`src/rtl/tocp_pkg.sv`:
```
/*
 * package for the timer output compare and one-pulse block: register
 * offsets, field positions, reset values and prescaler counts.
 * assumes a 32-bit ahb-lite register bus with word-aligned registers.
 */
package tocp_pkg;

	// ----------------------------------------------------------------
	// register byte offsets
	// ----------------------------------------------------------------
	localparam logic [7:0] off_cmp_one_high = 8'h00;
	localparam logic [7:0] off_cmp_one_low  = 8'h04;
	localparam logic [7:0] off_cmp_two_high = 8'h08;
	localparam logic [7:0] off_cmp_two_low  = 8'h0c;
	localparam logic [7:0] off_ctrl_first   = 8'h10;
	localparam logic [7:0] off_ctrl_second  = 8'h14;
	localparam logic [7:0] off_status       = 8'h18;
	localparam logic [7:0] off_counter_low  = 8'h1c;
	localparam logic [7:0] off_counter_high = 8'h20;
	localparam logic [7:0] off_cap_one_high = 8'h24;
	localparam logic [7:0] off_cap_one_low  = 8'h28;
	localparam logic [7:0] off_cap_two_high = 8'h2c;
	localparam logic [7:0] off_cap_two_low  = 8'h30;

	// ----------------------------------------------------------------
	// first control register fields
	// ----------------------------------------------------------------
	localparam int ctl1_capture_irq_enable = 7;
	localparam int ctl1_compare_irq_enable = 6;
	localparam int ctl1_force_level_two    = 4;
	localparam int ctl1_force_level_one    = 3;
	localparam int ctl1_cap_edge_one       = 1;
	localparam int ctl1_level_two          = 2;
	localparam int ctl1_level_one          = 0;

	// ----------------------------------------------------------------
	// second control register fields
	// ----------------------------------------------------------------
	localparam int ctl2_pin_enable_one = 7;
	localparam int ctl2_pin_enable_two = 6;
	localparam int ctl2_single_pulse   = 5;
	localparam int ctl2_pwm_select     = 4;
	localparam int ctl2_clock_sel_hi   = 3;
	localparam int ctl2_clock_sel_lo   = 2;
	localparam int ctl2_cap_edge_two   = 1;
	localparam int ctl2_ext_edge       = 0;

	// ----------------------------------------------------------------
	// status register fields
	// ----------------------------------------------------------------
	localparam int sts_cap_flag_one = 7;
	localparam int sts_cmp_flag_one = 6;
	localparam int sts_cap_flag_two = 4;
	localparam int sts_cmp_flag_two = 3;

	// ----------------------------------------------------------------
	// reset and reload values, clock selections
	// ----------------------------------------------------------------
	localparam logic [15:0] cmp_reset_value   = 16'h8000;
	localparam logic [15:0] counter_reload    = 16'hfffc;
	localparam logic [15:0] pulse_capture_val = 16'hfffd;
	localparam logic [1:0]  clk_div_two       = 2'h0;
	localparam logic [1:0]  clk_div_four      = 2'h1;
	localparam logic [1:0]  clk_div_eight     = 2'h2;
	localparam logic [1:0]  clk_external      = 2'h3;
	localparam logic [2:0]  presc_mask_two    = 3'h1;
	localparam logic [2:0]  presc_mask_four   = 3'h3;
	localparam logic [2:0]  presc_mask_eight  = 3'h7;

	typedef enum logic [1:0] {
		tocp_ph_idle = 2'h0,
		tocp_ph_data = 2'h1
	} tocp_phase_t;

endpackage

```
`src/rtl/tocp_timer.sv`:
```
/*
 * output compare and one-pulse section of a 16-bit free-running timer,
 * with its counter, capture inputs and an ahb-lite register slave.
 * assumes pins are asynchronous; the cpu mask bit arrives on hclk.
 */
`timescale 1ns/10ps
// Summary of operation
// - match sets channel flag and drives enabled pin to its level
// - two 16-bit compare values checked against counter each tick
// - compare values are software read/write, reset to 8000h
// - compare pin latches are low during reset
// - compare interrupt needs enable set and cpu mask clear
// - flag clears after status read seeing it, then low byte access
// - high byte write blocks matches until low byte written
// - disabled pin gets no level; match may still interrupt
// - divide-by-2 updates at equality, others at value plus one
// - force bit copies level to enabled pin, no flag, no irq
// - force bits ignored in one-pulse or pwm mode
// - one-pulse selected in second control, uses capture1/compare1
// - trigger edge reloads FFFCh, in-pulse level, flag, FFFDh capture
// - trigger capture flag requests irq when capture enable set
// - compare1 match in one-pulse drives after-pulse level
// - one-pulse never sets compare flag 1; flag 2 still works
// - pwm wins when both mode selects set
// - equal levels give constant pin in one-pulse
// - capture input 1 does not capture in one-pulse; input 2 does
// - compare 2 flags only, drives no pin, in one-pulse
// - clock select 11 picks external clock, else cpu by 2/4/8
// - any counter reload, incl low byte write, gives FFFCh
// - all timer events share one gated interrupt line
module tocp_timer (
	input  logic        hclk,
	input  logic        hresetn,
	input  logic        hsel,
	input  logic [31:0] haddr,
	input  logic [1:0]  htrans,
	input  logic        hwrite,
	input  logic [2:0]  hsize,
	input  logic [31:0] hwdata,
	input  logic        hready,
	output logic [31:0] hrdata,
	output logic        hreadyout,
	output logic        hresp,
	input  logic        cpu_irq_mask,
	input  logic        capture_input_pin_one,
	input  logic        capture_input_pin_two,
	input  logic        ext_timer_clock,
	output logic        compare_output_pin_one,
	output logic        compare_output_pin_two,
	output logic        compare_pin_oe_one,
	output logic        compare_pin_oe_two,
	output logic        timer_irq
);

	// ----------------------------------------------------------------
	// storage
	// ----------------------------------------------------------------
	logic [15:0] compare_value [2];
	logic [1:0]  cmp_block;
	logic [1:0]  compare_flag;
	logic [1:0]  cmp_seen;
	logic [1:0]  capture_flag;
	logic [1:0]  cap_seen;
	logic [15:0] capture_value [2];
	logic [7:0]  timer_control_first;
	logic [7:0]  timer_control_second;
	logic [15:0] counter;
	logic [2:0]  presc;
	logic [2:0]  sync_a;
	logic [2:0]  sync_b;
	logic [2:0]  sync_c;
	logic        tick_d;
	logic [1:0]  match_d;
	tocp_pkg::tocp_phase_t phase;
	logic [7:0]  ph_addr;
	logic        ph_write;

	// ----------------------------------------------------------------
	// bus decode
	// ----------------------------------------------------------------
	wire         addr_take = hsel & hready & htrans[1];
	wire         wr_en     = (phase == tocp_pkg::tocp_ph_data) & ph_write;
	wire         rd_en     = (phase == tocp_pkg::tocp_ph_data) & ~ph_write;
	wire         acc_en    = phase == tocp_pkg::tocp_ph_data;
	wire [7:0]   wb        = hwdata[7:0];
	wire         hit_c1h   = ph_addr == tocp_pkg::off_cmp_one_high;
	wire         hit_c1l   = ph_addr == tocp_pkg::off_cmp_one_low;
	wire         hit_c2h   = ph_addr == tocp_pkg::off_cmp_two_high;
	wire         hit_c2l   = ph_addr == tocp_pkg::off_cmp_two_low;
	wire         hit_ctl1  = ph_addr == tocp_pkg::off_ctrl_first;
	wire         hit_ctl2  = ph_addr == tocp_pkg::off_ctrl_second;
	wire         hit_sts   = ph_addr == tocp_pkg::off_status;
	wire         hit_cntl  = ph_addr == tocp_pkg::off_counter_low;
	wire         hit_i1l   = ph_addr == tocp_pkg::off_cap_one_low;
	wire         hit_i2l   = ph_addr == tocp_pkg::off_cap_two_low;
	wire [1:0]   hi_wr     = {wr_en & hit_c2h, wr_en & hit_c1h};
	wire [1:0]   lo_acc    = {acc_en & hit_c2l, acc_en & hit_c1l};
	wire [1:0]   lo_wr     = {wr_en & hit_c2l, wr_en & hit_c1l};
	wire [1:0]   cap_lo    = {acc_en & hit_i2l, acc_en & hit_i1l};
	wire         sts_rd    = rd_en & hit_sts;

	// ----------------------------------------------------------------
	// modes and clock selection
	// ----------------------------------------------------------------
	wire         pwm_mode  = timer_control_second[tocp_pkg::ctl2_pwm_select];
	// pwm has priority over one-pulse
	wire         opm_mode  = timer_control_second[tocp_pkg::ctl2_single_pulse]
	                         & ~pwm_mode;
	wire [1:0]   clk_sel   = timer_control_second[tocp_pkg::ctl2_clock_sel_hi:
	                                              tocp_pkg::ctl2_clock_sel_lo];
	wire [1:0]   pin_en    = {timer_control_second[tocp_pkg::ctl2_pin_enable_two],
	                          timer_control_second[tocp_pkg::ctl2_pin_enable_one]};
	wire [1:0]   level     = {timer_control_first[tocp_pkg::ctl1_level_two],
	                          timer_control_first[tocp_pkg::ctl1_level_one]};
	wire [1:0]   force_bit = {timer_control_first[tocp_pkg::ctl1_force_level_two],
	                          timer_control_first[tocp_pkg::ctl1_force_level_one]};
	wire         in_pulse  = level[1];
	wire         after_pulse = level[0];
	wire [2:0]   presc_mask = (clk_sel == tocp_pkg::clk_div_two)  ?
	                          tocp_pkg::presc_mask_two :
	                          (clk_sel == tocp_pkg::clk_div_four) ?
	                          tocp_pkg::presc_mask_four :
	                          tocp_pkg::presc_mask_eight;
	// second and third stages only; first stage feeds nothing but the second
	wire         ext_edge  = (sync_b[2] ^ sync_c[2]) &
	                         (sync_b[2] ~^ timer_control_second[tocp_pkg::ctl2_ext_edge]);
	wire         tick      = (clk_sel == tocp_pkg::clk_external) ? ext_edge :
	                         ((presc & presc_mask) == presc_mask);
	wire         cap1_edge = (sync_b[0] ^ sync_c[0]) &
	                         (sync_b[0] ~^ timer_control_first[tocp_pkg::ctl1_cap_edge_one]);
	wire         cap2_edge = (sync_b[1] ^ sync_c[1]) &
	                         (sync_b[1] ~^ timer_control_second[tocp_pkg::ctl2_cap_edge_two]);
	wire         trigger   = opm_mode & cap1_edge;
	wire         cnt_reload = (wr_en & hit_cntl) | trigger;

	// ----------------------------------------------------------------
	// compare and timing
	// ----------------------------------------------------------------
	// divide by 2 acts in the equal count; slower clocks one tick later,
	// i.e. when the counter already shows value plus one
	wire [1:0]   equal;
	wire [1:0]   match;
	wire [1:0]   set_cf;
	wire [1:0]   clr_cf;
	wire [1:0]   set_if;
	wire [1:0]   clr_if;
	wire         div2      = clk_sel == tocp_pkg::clk_div_two;

	genvar g;
	generate
		for (g = 0; g < 2; g++) begin : g_ch
			assign equal[g]  = (counter == compare_value[g]) & ~cmp_block[g];
			assign match[g]  = div2 ? (tick & equal[g]) : (tick & match_d[g]);
			assign clr_cf[g] = cmp_seen[g] & lo_acc[g];
			assign clr_if[g] = cap_seen[g] & cap_lo[g];
		end
	endgenerate

	// pwm blocks both flags; one-pulse blocks only flag 1
	assign set_cf[0] = match[0] & ~opm_mode & ~pwm_mode;
	assign set_cf[1] = match[1] & ~pwm_mode;
	assign set_if[0] = trigger | (cap1_edge & ~opm_mode & ~pwm_mode);
	assign set_if[1] = cap2_edge;

	wire [1:0]   cmp_drive = {match[1] & pin_en[1] & ~opm_mode & ~pwm_mode,
	                          match[0] & pin_en[0] & ~opm_mode & ~pwm_mode};
	wire [1:0]   frc_drive = force_bit & pin_en & {2{~opm_mode & ~pwm_mode}};
	wire         opm_start = trigger & pin_en[0];
	wire         opm_end   = opm_mode & match[0] & pin_en[0];

	wire [7:0]   sts_val   = {capture_flag[0], compare_flag[0], 1'b0,
	                          capture_flag[1], compare_flag[1], 3'h0};
	wire [15:0]  rd_mux    =
		(hit_c1h | hit_c1l) ? compare_value[0] :
		(hit_c2h | hit_c2l) ? compare_value[1] :
		hit_ctl1 ? {8'h00, timer_control_first} :
		hit_ctl2 ? {8'h00, timer_control_second} :
		hit_sts  ? {8'h00, sts_val} :
		(hit_cntl | (ph_addr == tocp_pkg::off_counter_high)) ? counter :
		((ph_addr == tocp_pkg::off_cap_one_high) | hit_i1l) ? capture_value[0] :
		((ph_addr == tocp_pkg::off_cap_two_high) | hit_i2l) ? capture_value[1] :
		16'h0000;
	wire [7:0]   rd_byte   = (hit_c1h | hit_c2h |
	                          (ph_addr == tocp_pkg::off_counter_high) |
	                          (ph_addr == tocp_pkg::off_cap_one_high) |
	                          (ph_addr == tocp_pkg::off_cap_two_high)) ?
	                         rd_mux[15:8] : rd_mux[7:0];
	wire         irq_req   = ~cpu_irq_mask &
		((timer_control_first[tocp_pkg::ctl1_compare_irq_enable] &
		  (|compare_flag)) |
		 (timer_control_first[tocp_pkg::ctl1_capture_irq_enable] &
		  (|capture_flag)));

	// ----------------------------------------------------------------
	// bus slave: one wait state on reads, always okay
	// ----------------------------------------------------------------
	always_ff @(posedge hclk or negedge hresetn) begin
		if (!hresetn) begin
			phase    <= tocp_pkg::tocp_ph_idle;
			ph_addr  <= 8'h00;
			ph_write <= 1'b0;
		end else begin
			phase    <= addr_take ? tocp_pkg::tocp_ph_data :
			            tocp_pkg::tocp_ph_idle;
			ph_addr  <= haddr[7:0];
			ph_write <= hwrite;
		end
	end

	// a read wait state keeps hrdata a flop; the status snapshot used for
	// flag clearing and the byte returned are taken at the same edge
	always_ff @(posedge hclk or negedge hresetn) begin
		if (!hresetn) begin
			hrdata    <= 32'h00000000;
			hreadyout <= 1'b1;
			hresp     <= 1'b0;
		end else begin
			if (rd_en)
				hrdata <= {24'h000000, rd_byte};
			hreadyout <= ~(addr_take & ~hwrite);
			hresp     <= 1'b0;
		end
	end

	// ----------------------------------------------------------------
	// registers
	// ----------------------------------------------------------------
	always_ff @(posedge hclk or negedge hresetn) begin
		if (!hresetn) begin
			compare_value[0]     <= tocp_pkg::cmp_reset_value;
			compare_value[1]     <= tocp_pkg::cmp_reset_value;
			timer_control_first  <= 8'h00;
			timer_control_second <= 8'h00;
			cmp_block            <= 2'h0;
		end else begin
			if (hi_wr[0])
				compare_value[0][15:8] <= wb;
			if (lo_wr[0])
				compare_value[0][7:0]  <= wb;
			if (hi_wr[1])
				compare_value[1][15:8] <= wb;
			if (lo_wr[1])
				compare_value[1][7:0]  <= wb;
			cmp_block <= (cmp_block | hi_wr) & ~lo_wr;
			if (wr_en & hit_ctl1)
				timer_control_first  <= wb;
			if (wr_en & hit_ctl2)
				timer_control_second <= wb;
		end
	end

	// set wins over clear on every hardware flag
	always_ff @(posedge hclk or negedge hresetn) begin
		if (!hresetn) begin
			compare_flag <= 2'h0;
			capture_flag <= 2'h0;
			cmp_seen     <= 2'h0;
			cap_seen     <= 2'h0;
		end else begin
			compare_flag <= set_cf | (compare_flag & ~clr_cf);
			capture_flag <= set_if | (capture_flag & ~clr_if);
			cmp_seen     <= (sts_rd ? compare_flag : cmp_seen) & ~lo_acc;
			cap_seen     <= (sts_rd ? capture_flag : cap_seen) & ~cap_lo;
		end
	end

	// ----------------------------------------------------------------
	// counter, prescaler, capture, synchronisers
	// ----------------------------------------------------------------
	always_ff @(posedge hclk or negedge hresetn) begin
		if (!hresetn) begin
			counter          <= tocp_pkg::counter_reload;
			presc            <= 3'h0;
			sync_a           <= 3'h0;
			sync_b           <= 3'h0;
			sync_c           <= 3'h0;
			tick_d           <= 1'b0;
			match_d          <= 2'h0;
			capture_value[0] <= 16'h0000;
			capture_value[1] <= 16'h0000;
		end else begin
			sync_a  <= {ext_timer_clock, capture_input_pin_two,
			            capture_input_pin_one};
			sync_b  <= sync_a;
			sync_c  <= sync_b;
			presc   <= cnt_reload ? 3'h0 : presc + 3'h1;
			tick_d  <= tick;
			if (tick)
				match_d <= equal;
			if (cnt_reload)
				counter <= tocp_pkg::counter_reload;
			else if (tick)
				counter <= counter + 16'h0001;
			if (trigger)
				capture_value[0] <= tocp_pkg::pulse_capture_val;
			else if (set_if[0])
				capture_value[0] <= counter;
			if (set_if[1])
				capture_value[1] <= counter;
		end
	end

	// ----------------------------------------------------------------
	// pins and interrupt
	// ----------------------------------------------------------------
	always_ff @(posedge hclk or negedge hresetn) begin
		if (!hresetn) begin
			compare_output_pin_one <= 1'b0;
			compare_output_pin_two <= 1'b0;
			compare_pin_oe_one     <= 1'b0;
			compare_pin_oe_two     <= 1'b0;
			timer_irq              <= 1'b0;
		end else begin
			compare_pin_oe_one <= pin_en[0];
			compare_pin_oe_two <= pin_en[1] & ~opm_mode;
			// equal levels leave the pin unchanged
			if (opm_start)
				compare_output_pin_one <= in_pulse;
			else if (opm_end)
				compare_output_pin_one <= after_pulse;
			else if (cmp_drive[0] | frc_drive[0])
				compare_output_pin_one <= level[0];
			if (cmp_drive[1] | frc_drive[1])
				compare_output_pin_two <= level[1];
			timer_irq <= irq_req;
		end
	end

	logic unused_ok;
	assign unused_ok = tick_d ^ (|hsize) ^ (|haddr[31:8])
	                   ^ (|hwdata[31:8]);

endmodule

```
`config.mk`:
```
export PLATFORM = sky130hd
export DESIGN_NAME = tocp_timer
export DESIGN_NICKNAME = d
export VERILOG_FILES = /design/src/rtl/tocp_pkg.sv /design/src/rtl/tocp_timer.sv
export SDC_FILE = /design/constraint.sdc
export NUM_CORES = 1
export LEC_CHECK = 0
export BUFFER_PORTS_ARGS = -buffer_cell sky130_fd_sc_hd__buf_2
export CAP_MARGIN = 5
export CORE_ASPECT_RATIO = 1.2
export CORE_UTILIZATION = 30
export CTS_CLUSTER_SIZE = 28
export DETAILED_ROUTE_END_ITERATION = 7
export PLACE_DENSITY_LB_ADDON = 0.15
export REMOVE_ABC_BUFFERS = 1
export SLEW_MARGIN = 20
export SYNTH_ARGS = -nofsm -noshare
export SYNTH_HDL_FRONTEND = slang
export SYNTH_SLANG_ARGS = --single-unit
```
`constraint.sdc`:
```
create_clock -name hclk -period 1.95 [get_ports hclk]
set_input_delay 0.4875 -clock hclk [delete_from_list [all_inputs] [get_ports hclk]]
set_output_delay 0.4875 -clock hclk [all_outputs]
set_load 0.02 [all_outputs]
```
==> metrics, run 1 <==
Net count, final=961; Die Height=177 µm; GPL Wtd Cong=0.883; WL met1=11.7 mm; largest net degree at the start of global routing=42; Root Buffer=clkbuf_16; Int Pwr=0.00646 W; CTS tree=yes; Hold Vio Cnt, Final=0; CTS Buf Count=17; Setup WS pre-CTS=-0.463 ns; vias=6292; H-Tree Depth=4; metal3 WL=829 µm; PD cells=946 nW/µm²; Hold Path Origin=ext_timer_clock; fraction of power spent switching nets=33.4%; Post-synth EDFFs=0; wirelength, routed=25.5 mm; PnR Total Power=0.00969 W; power share of the clock group=32.9%; deepest clock path buffer count=2; WL per Instance=20.9 µm; Inst Count DP=1171; TNS Setup=-3.28 ns; Hold Path Cell Cnt=1; worst reg2reg path endpoint=hrdata[3]; fin worst setup slack=-0.153 ns; unrepaired setup endpoints after global routing=true; Detail Placement HPWL=19.1 mm; FF+latch count, synth=144; number of fill cells=2395; Antenna Cells=0; final worst-path cycle share=108%; Worst Clk Skew=0.0107 ns; first-pass GRT wire length=39.8 mm; sequential share of power=40.2%; Initial Util=30.8%; Hold Crit Class=in2reg; Post-Syn Area per Cell=10.4 µm²; vias in the first global route=6467; clock slew at reported path FFs=0.07 ns; asr flop ratio synth=100%; count of final max-slew check failures=0; status=complete, but fails checks; io pins=117; worst r2r src=ph_addr[3]; post-route insts no fill=1219; startpoint types=flip-flop; DIE AREA=26300 µm²; P&R area growth vs syn=33.1%; final hold slack=0.163 ns; Endpoint, Worst Hold=sync_a[2]; drt first pass iters=5; final setup vio count=40; Port Buffer Count=39; Via density=5.16; combinational power share=26.9%; count of cell types in the netlist=80; row cnt=63; net switching power=0.00324 W; Post-Syn Area=7700 µm²; max-cap violation count=0; Core Area=25000 µm²; Die X-Extent=148 µm; Yosys Warn Count=0; failing checks=setup timing; clk_lat worst skew=0.43 ns; CP arrival=2.46 ns; layout cells sized above 1=40.3%; Max Fclk=0.475 GHz; Max FO, Critical Path=6; Cells after Synth=738; Critical Path End Type=flip-flop; Clock Sink Count=144; 1st-iter DRT viols=423; LEAKAGE=4.40 nW; initial antenna violation count=0; crit path time final=2.10 ns; VDD IR max=0.000484 V; DRC=0; total grt overflow=0; DRT antenna net count=0; post-synthesis sequential area ratio=47.1%; worst path required time=2.31 ns; R2R depth=9; uppermost layer routed=met4; Setup CP Type=reg2reg; Top FF cell, synth=dfrtp_1; R2R Setup Slk=-0.15 ns; Tot GR Track Use=20.5%; met2 routed WL=12.6 mm
[worst max path at each step]
stage / from / to / slack [ns] / cells after the start
finish: ph_addr[3] / hrdata[3] / -0.15 / 9
global route: ph_addr[3] / hrdata[1] / -0.27 / 11
CTS: ph_addr[3] / hrdata[7] / -0.18 / 7
detailed placement: ph_addr[3] / hrdata[4] / -0.46 / 9
global placement: ph_addr[4] / hrdata[4] / -0.40 / 8
floorplan: ph_addr[5] / timer_control_first[0] / -0.67 / 4
[synthesized netlist by cell type (11+ instances only)]
| cell type | instances | area (µm²) |
|---|---|---|
| clkbuf_1 | 31 | 116 |
| o21ai_0 | 25 | 125 |
| xnor2_1 | 21 | 184 |
| dfrtp_1 | 127 | 3180 |
| buf_4 | 29 | 218 |
| dfstp_2 | 17 | 447 |
| xor2_1 | 27 | 236 |
| nor4_1 | 11 | 68.8 |
| nor3_1 | 11 | 55.1 |
| nor2_1 | 60 | 225 |
| a21oi_1 | 39 | 195 |
| nand2_1 | 65 | 244 |
| nand3_1 | 16 | 80.1 |
| mux2_2 | 65 | 732 |
[state kept, by name, indices dropped and copies added (netlist names), 8 cells and up]
| signal | count |
|---|---|
| capture_value | 32 |
| compare_value | 32 |
| counter | 16 |
| hrdata | 8 |
| ph_addr | 8 |
| timer_control_first | 8 |
| timer_control_second | 8 |
[power groups by stage]
stage | Combinational, W | Sequential, W | Clock, W
floorplan | 0.00120 | 0.00406 | 0
global placement | 0.00238 | 0.00390 | 0
detailed placement | 0.00242 | 0.00393 | 0
CTS | 0.00248 | 0.00389 | 0.00324
global route | 0.00283 | 0.00396 | 0.00338
finish | 0.00261 | 0.00390 | 0.00319
[layout make-up]
cell class / count / area, µm² / share of cell area (%)
clock inverter: 11 / 106 / 1.04
sequential: 144 / 3620 / 35.4
multi-input combinational: 536 / 4140 / 40.4
tap: 325 / 407 / 3.97
timing repair buffer: 174 / 1480 / 14.5
clock buffer: 21 / 460 / 4.49
inverter: 8 / 30.0 / 0.293
[metal layers]
layer / vias up / GRT usage [%]
li1: 2893 / -
met1: 3212 / 26.7
met2: 156 / 34.3
met3: 31 / 3.88
met4: 0 / 6.36
met5: - / 0
[cell usage in the layout, fill, tap and decap left out, drive strengths merged, types with 12 or more instances in the layout]
cell    synthesis  final
a21oi          40     40
a221oi         13     13
buf            42    173
clkbuf         32     21
conb            1     25
dfrtp         127    127
dfstp          17     17
mux2           65     65
nand2          67     67
nand3          16     16
nor2           65     65
nor3           16     16
nor4           12     12
o21ai          30     30
xnor2          21     21
xor2           27     27
[cell families (layout without fill, tap and decap cells)]
kind of cell / count (synthesis) / count (layout) / share of synthesized area (%)
AND/OR/NAND/NOR: 227 / 227 / 15.7
AO/OA/AOI/OAI: 152 / 152 / 14.0
flip-flops: 144 / 144 / 47.1
buffers and inverters: 82 / 214 / 5.70
multiplexers: 72 / 72 / 10.4
XOR/XNOR: 48 / 48 / 5.46
adder cells (fa/ha/maj): 12 / 12 / 1.63
other: 1 / 25 / 0.0487
[through the flow]
step / util (%) / area (µm²)
after floorplan: - / 7380
after global placement: 36.4 / 9090
after detailed placement: 36.4 / 9090
after CTS: 39.9 / 9980
after global routing: 41.0 / 10200
final: 41.0 / 10200
[critical path, cell delays in order, from the launching register on]
cell and delay (ns):
dfrtp_1 0.41, buf_12 0.16, or3b_4 0.38, a21oi_4 0.23
buf_6 0.16, buf_8 0.12, a221oi_2 0.06, o211ai_1 0.27
o21ai_1 0.11, a21oi_1 0.13
[what timing repair did]
action / CTS / global route
pin swaps: 37 / 24
cloned: 1 / 0
buffers inserted: 8 / 8
gates resized for setup: 56 / 57
hold buffers: 1 / 0
endpoints found under the hold margin: 27 / 0
setup endpoints to repair: 65 / 84
Power figures use the tool's default switching activity.
==> run 2, diff against run 1 <==
--- a/config.mk
+++ b/config.mk
@@ -11,6 +11,7 @@
 export CORE_UTILIZATION = 30
 export CTS_CLUSTER_SIZE = 28
 export DETAILED_ROUTE_END_ITERATION = 7
+export MAX_ROUTING_LAYER = met4
 export PLACE_DENSITY_LB_ADDON = 0.15
 export REMOVE_ABC_BUFFERS = 1
 export SLEW_MARGIN = 20
==> run 2 against run 1 <==
Compared with the run above: the flow still finishes with violations (setup timing); cell count grew 0.98%; sequential share of layout area shrank 1.2 points; combinational power is 3% higher; cell area up 3.6%; register-to-register slack barely moved; utilization rose by 1.5 points; critical path depth shrank 1; global-route usage increased by 0.94 points; count of clock-buffer cells in the layout down 4; via count increased by 2.2%; first-iteration DRC count down 3.1%; largest power group unchanged; highest routed layer unchanged.
==> metrics, run 2 (synthesis results as in run 1) <==
wirelength, routed=26.3 mm; Worst Tran Pin Value=0.524 ns; status=complete, but fails checks; first-pass GRT wire length=40.0 mm; Setup CP Type=reg2reg; Detail Placement HPWL=19.4 mm; combinational power share=26.4%; count of final max-slew check failures=0; 1st-iter DRT viols=410; total grt overflow=0; Via density=5.22; max-cap violation count=0; Max Fclk=0.478 GHz; clk_lat worst skew=0.44 ns; worst r2r src=ph_addr[4]; vias in the first global route=6571; Die X-Extent=148 µm; Root Buffer=clkbuf_16; Die Height=177 µm; initial antenna violation count=0; Largest delay share family, worst path=simple AND/OR/NAND/NOR gates; number of fill cells=2423; Max FO, Critical Path=5; crit path time final=2.09 ns; Slew headroom=64.9%; Hold Path Cell Cnt=1; Slowest-stage cell, CP=dfrtp_1; final hold slack=0.153 ns; startpoint types=flip-flop; commonest non-fill, non-tap cell in the layout=dfrtp_1; final setup vio count=37; CTS tree=yes; P&R area growth vs syn=37.9%; io pins=117; power share of the clock group=35.2%; Hold Path Origin=haddr[1]; Int Pwr=0.00684 W; worst path required time=2.26 ns; fraction of power spent switching nets=32.5%; Worst Clk Skew=0.0142 ns; drt first pass iters=6; final worst-path cycle share=107%; DRT antenna net count=0; worst path bufs/invs=2; vias=6430; Hold Crit Class=in2reg; DRC=0; most frequent cells in the layout=dfrtp_1, buf_4, nand2_1; Initial Util=30.8%; Tot GR Track Use=21.5%; Hold Vio Cnt, Final=0; PD cells=955 nW/µm²; LEAKAGE=4.60 nW; H-Tree Depth=4; worst reg2reg path endpoint=hrdata[4]; row cnt=63; WL per Instance=21.4 µm; largest registers=capture_value (32), compare_value (32), counter (16); Cell Chain, Critical Path=buf_6 > or3_4 > a211oi_2 > buf_4 > and3_4 > o21ai_2 > a221oi_2 > nor3_1; Clock Sink Count=144; DIE AREA=26300 µm²; sequential share of power=38.4%; Net count, final=973; Post-Route Utilization=42.5%; clock slew at reported path FFs=0.07 ns; deepest clock path buffer count=2; net switching power=0.00330 W; GPL Wtd Cong=0.869; fin worst setup slack=-0.143 ns; Endpoint, Worst Hold=ph_addr[1]; R2R Setup Slk=-0.14 ns; Core Area=25000 µm²; Max stage delay on crit path=0.41 ns; layout cells sized above 1=41.8%; failing checks=setup timing; Critical Path End Type=flip-flop; R2R depth=8; CP arrival=2.41 ns; unrepaired setup endpoints after global routing=true; largest net degree at the start of global routing=49; CTS Buf Count=17; Antenna Cells=0; VDD IR max=0.000610 V; Port Buffer Count=39
## run 2: cell types whose count changed in the layout (fill, tap and decap cells not counted), moves of 3 or more
| cell | change |
|---|---|
| mux2_2 | -7 |
| mux2_4 | +7 |
| buf_4 | +5 |
| a221oi_2 | -3 |
| buf_8 | +3 |
| bufinv_16 | +3 |
| clkbuf_16 | +3 |
| nand2_4 | +3 |
| nor3_2 | -3 |
| nor4_2 | -3 |
## run 2: area by class of cell
type                    count  area, µm²  area share [%]
flip-flops and latches    144       3620            34.2
clock inverters            15        206            1.95
repair buffers            186       1650            15.6
multi-input cells         536       4270            40.2
well taps                 325        407            3.83
inverters                   8       30.0           0.283
clock buffers              17        425            4.01
## run 2: power by group through the flow
stage          clock, W  sequential [W]  combinational, W
2_1_floorplan         0         0.00406           0.00120
3_3_place_gp          0         0.00392           0.00242
3_5_place_dp          0         0.00394           0.00246
4_1_cts         0.00363         0.00388           0.00257
5_1_grt         0.00378         0.00395           0.00289
6_report        0.00356         0.00389           0.00268
## run 2: worst max path at each step
stage / depth (start not counted) / to / startpoint / slack, ns
after global routing: 11 / hrdata[5] / ph_addr[3] / -0.22
after floorplan: 4 / timer_control_first[0] / ph_addr[5] / -0.67
after CTS: 8 / hrdata[3] / ph_addr[6] / -0.13
after global placement: 7 / hrdata[7] / ph_addr[3] / -0.31
after detailed placement: 7 / hrdata[5] / ph_addr[5] / -0.30
final: 8 / hrdata[4] / ph_addr[4] / -0.14
## run 2: timing repair
item	in CTS	in global routing
hold buffers	1	0
gates cloned	0	3
endpoints found under the hold margin	2	0
setup buffers	7	11
pin swaps	46	35
setup endpoints to repair	80	77
gates resized for setup	78	65
## run 2: routing by layer
metal  GRT usage [%]  vias up  wire, µm
met4            7.99        0       730
met1            26.5     3264     11500
met2            34.4      195     12800
li1                -     2920         -
met5               -        -         0
met3            4.47       51      1270
## run 2: metrics by stage
| step | setup TNS (ns) | total power (W) | cells | cell area [µm²] | setup WS [ns] |
|---|---|---|---|---|---|
| after global placement | -6.54 | 0.00634 | 1178 | 9130 | -0.308 |
| after floorplan | -28.73 | 0.00526 | 688 | 7380 | -0.675 |
| after CTS | -2.88 | 0.0101 | 1218 | 10200 | -0.130 |
| after detailed placement | -6.84 | 0.00639 | 1178 | 9130 | -0.302 |
| after global routing | -4.46 | 0.0106 | 1231 | 10600 | -0.217 |
| final | -1.71 | 0.0101 | 1231 | 10600 | -0.143 |
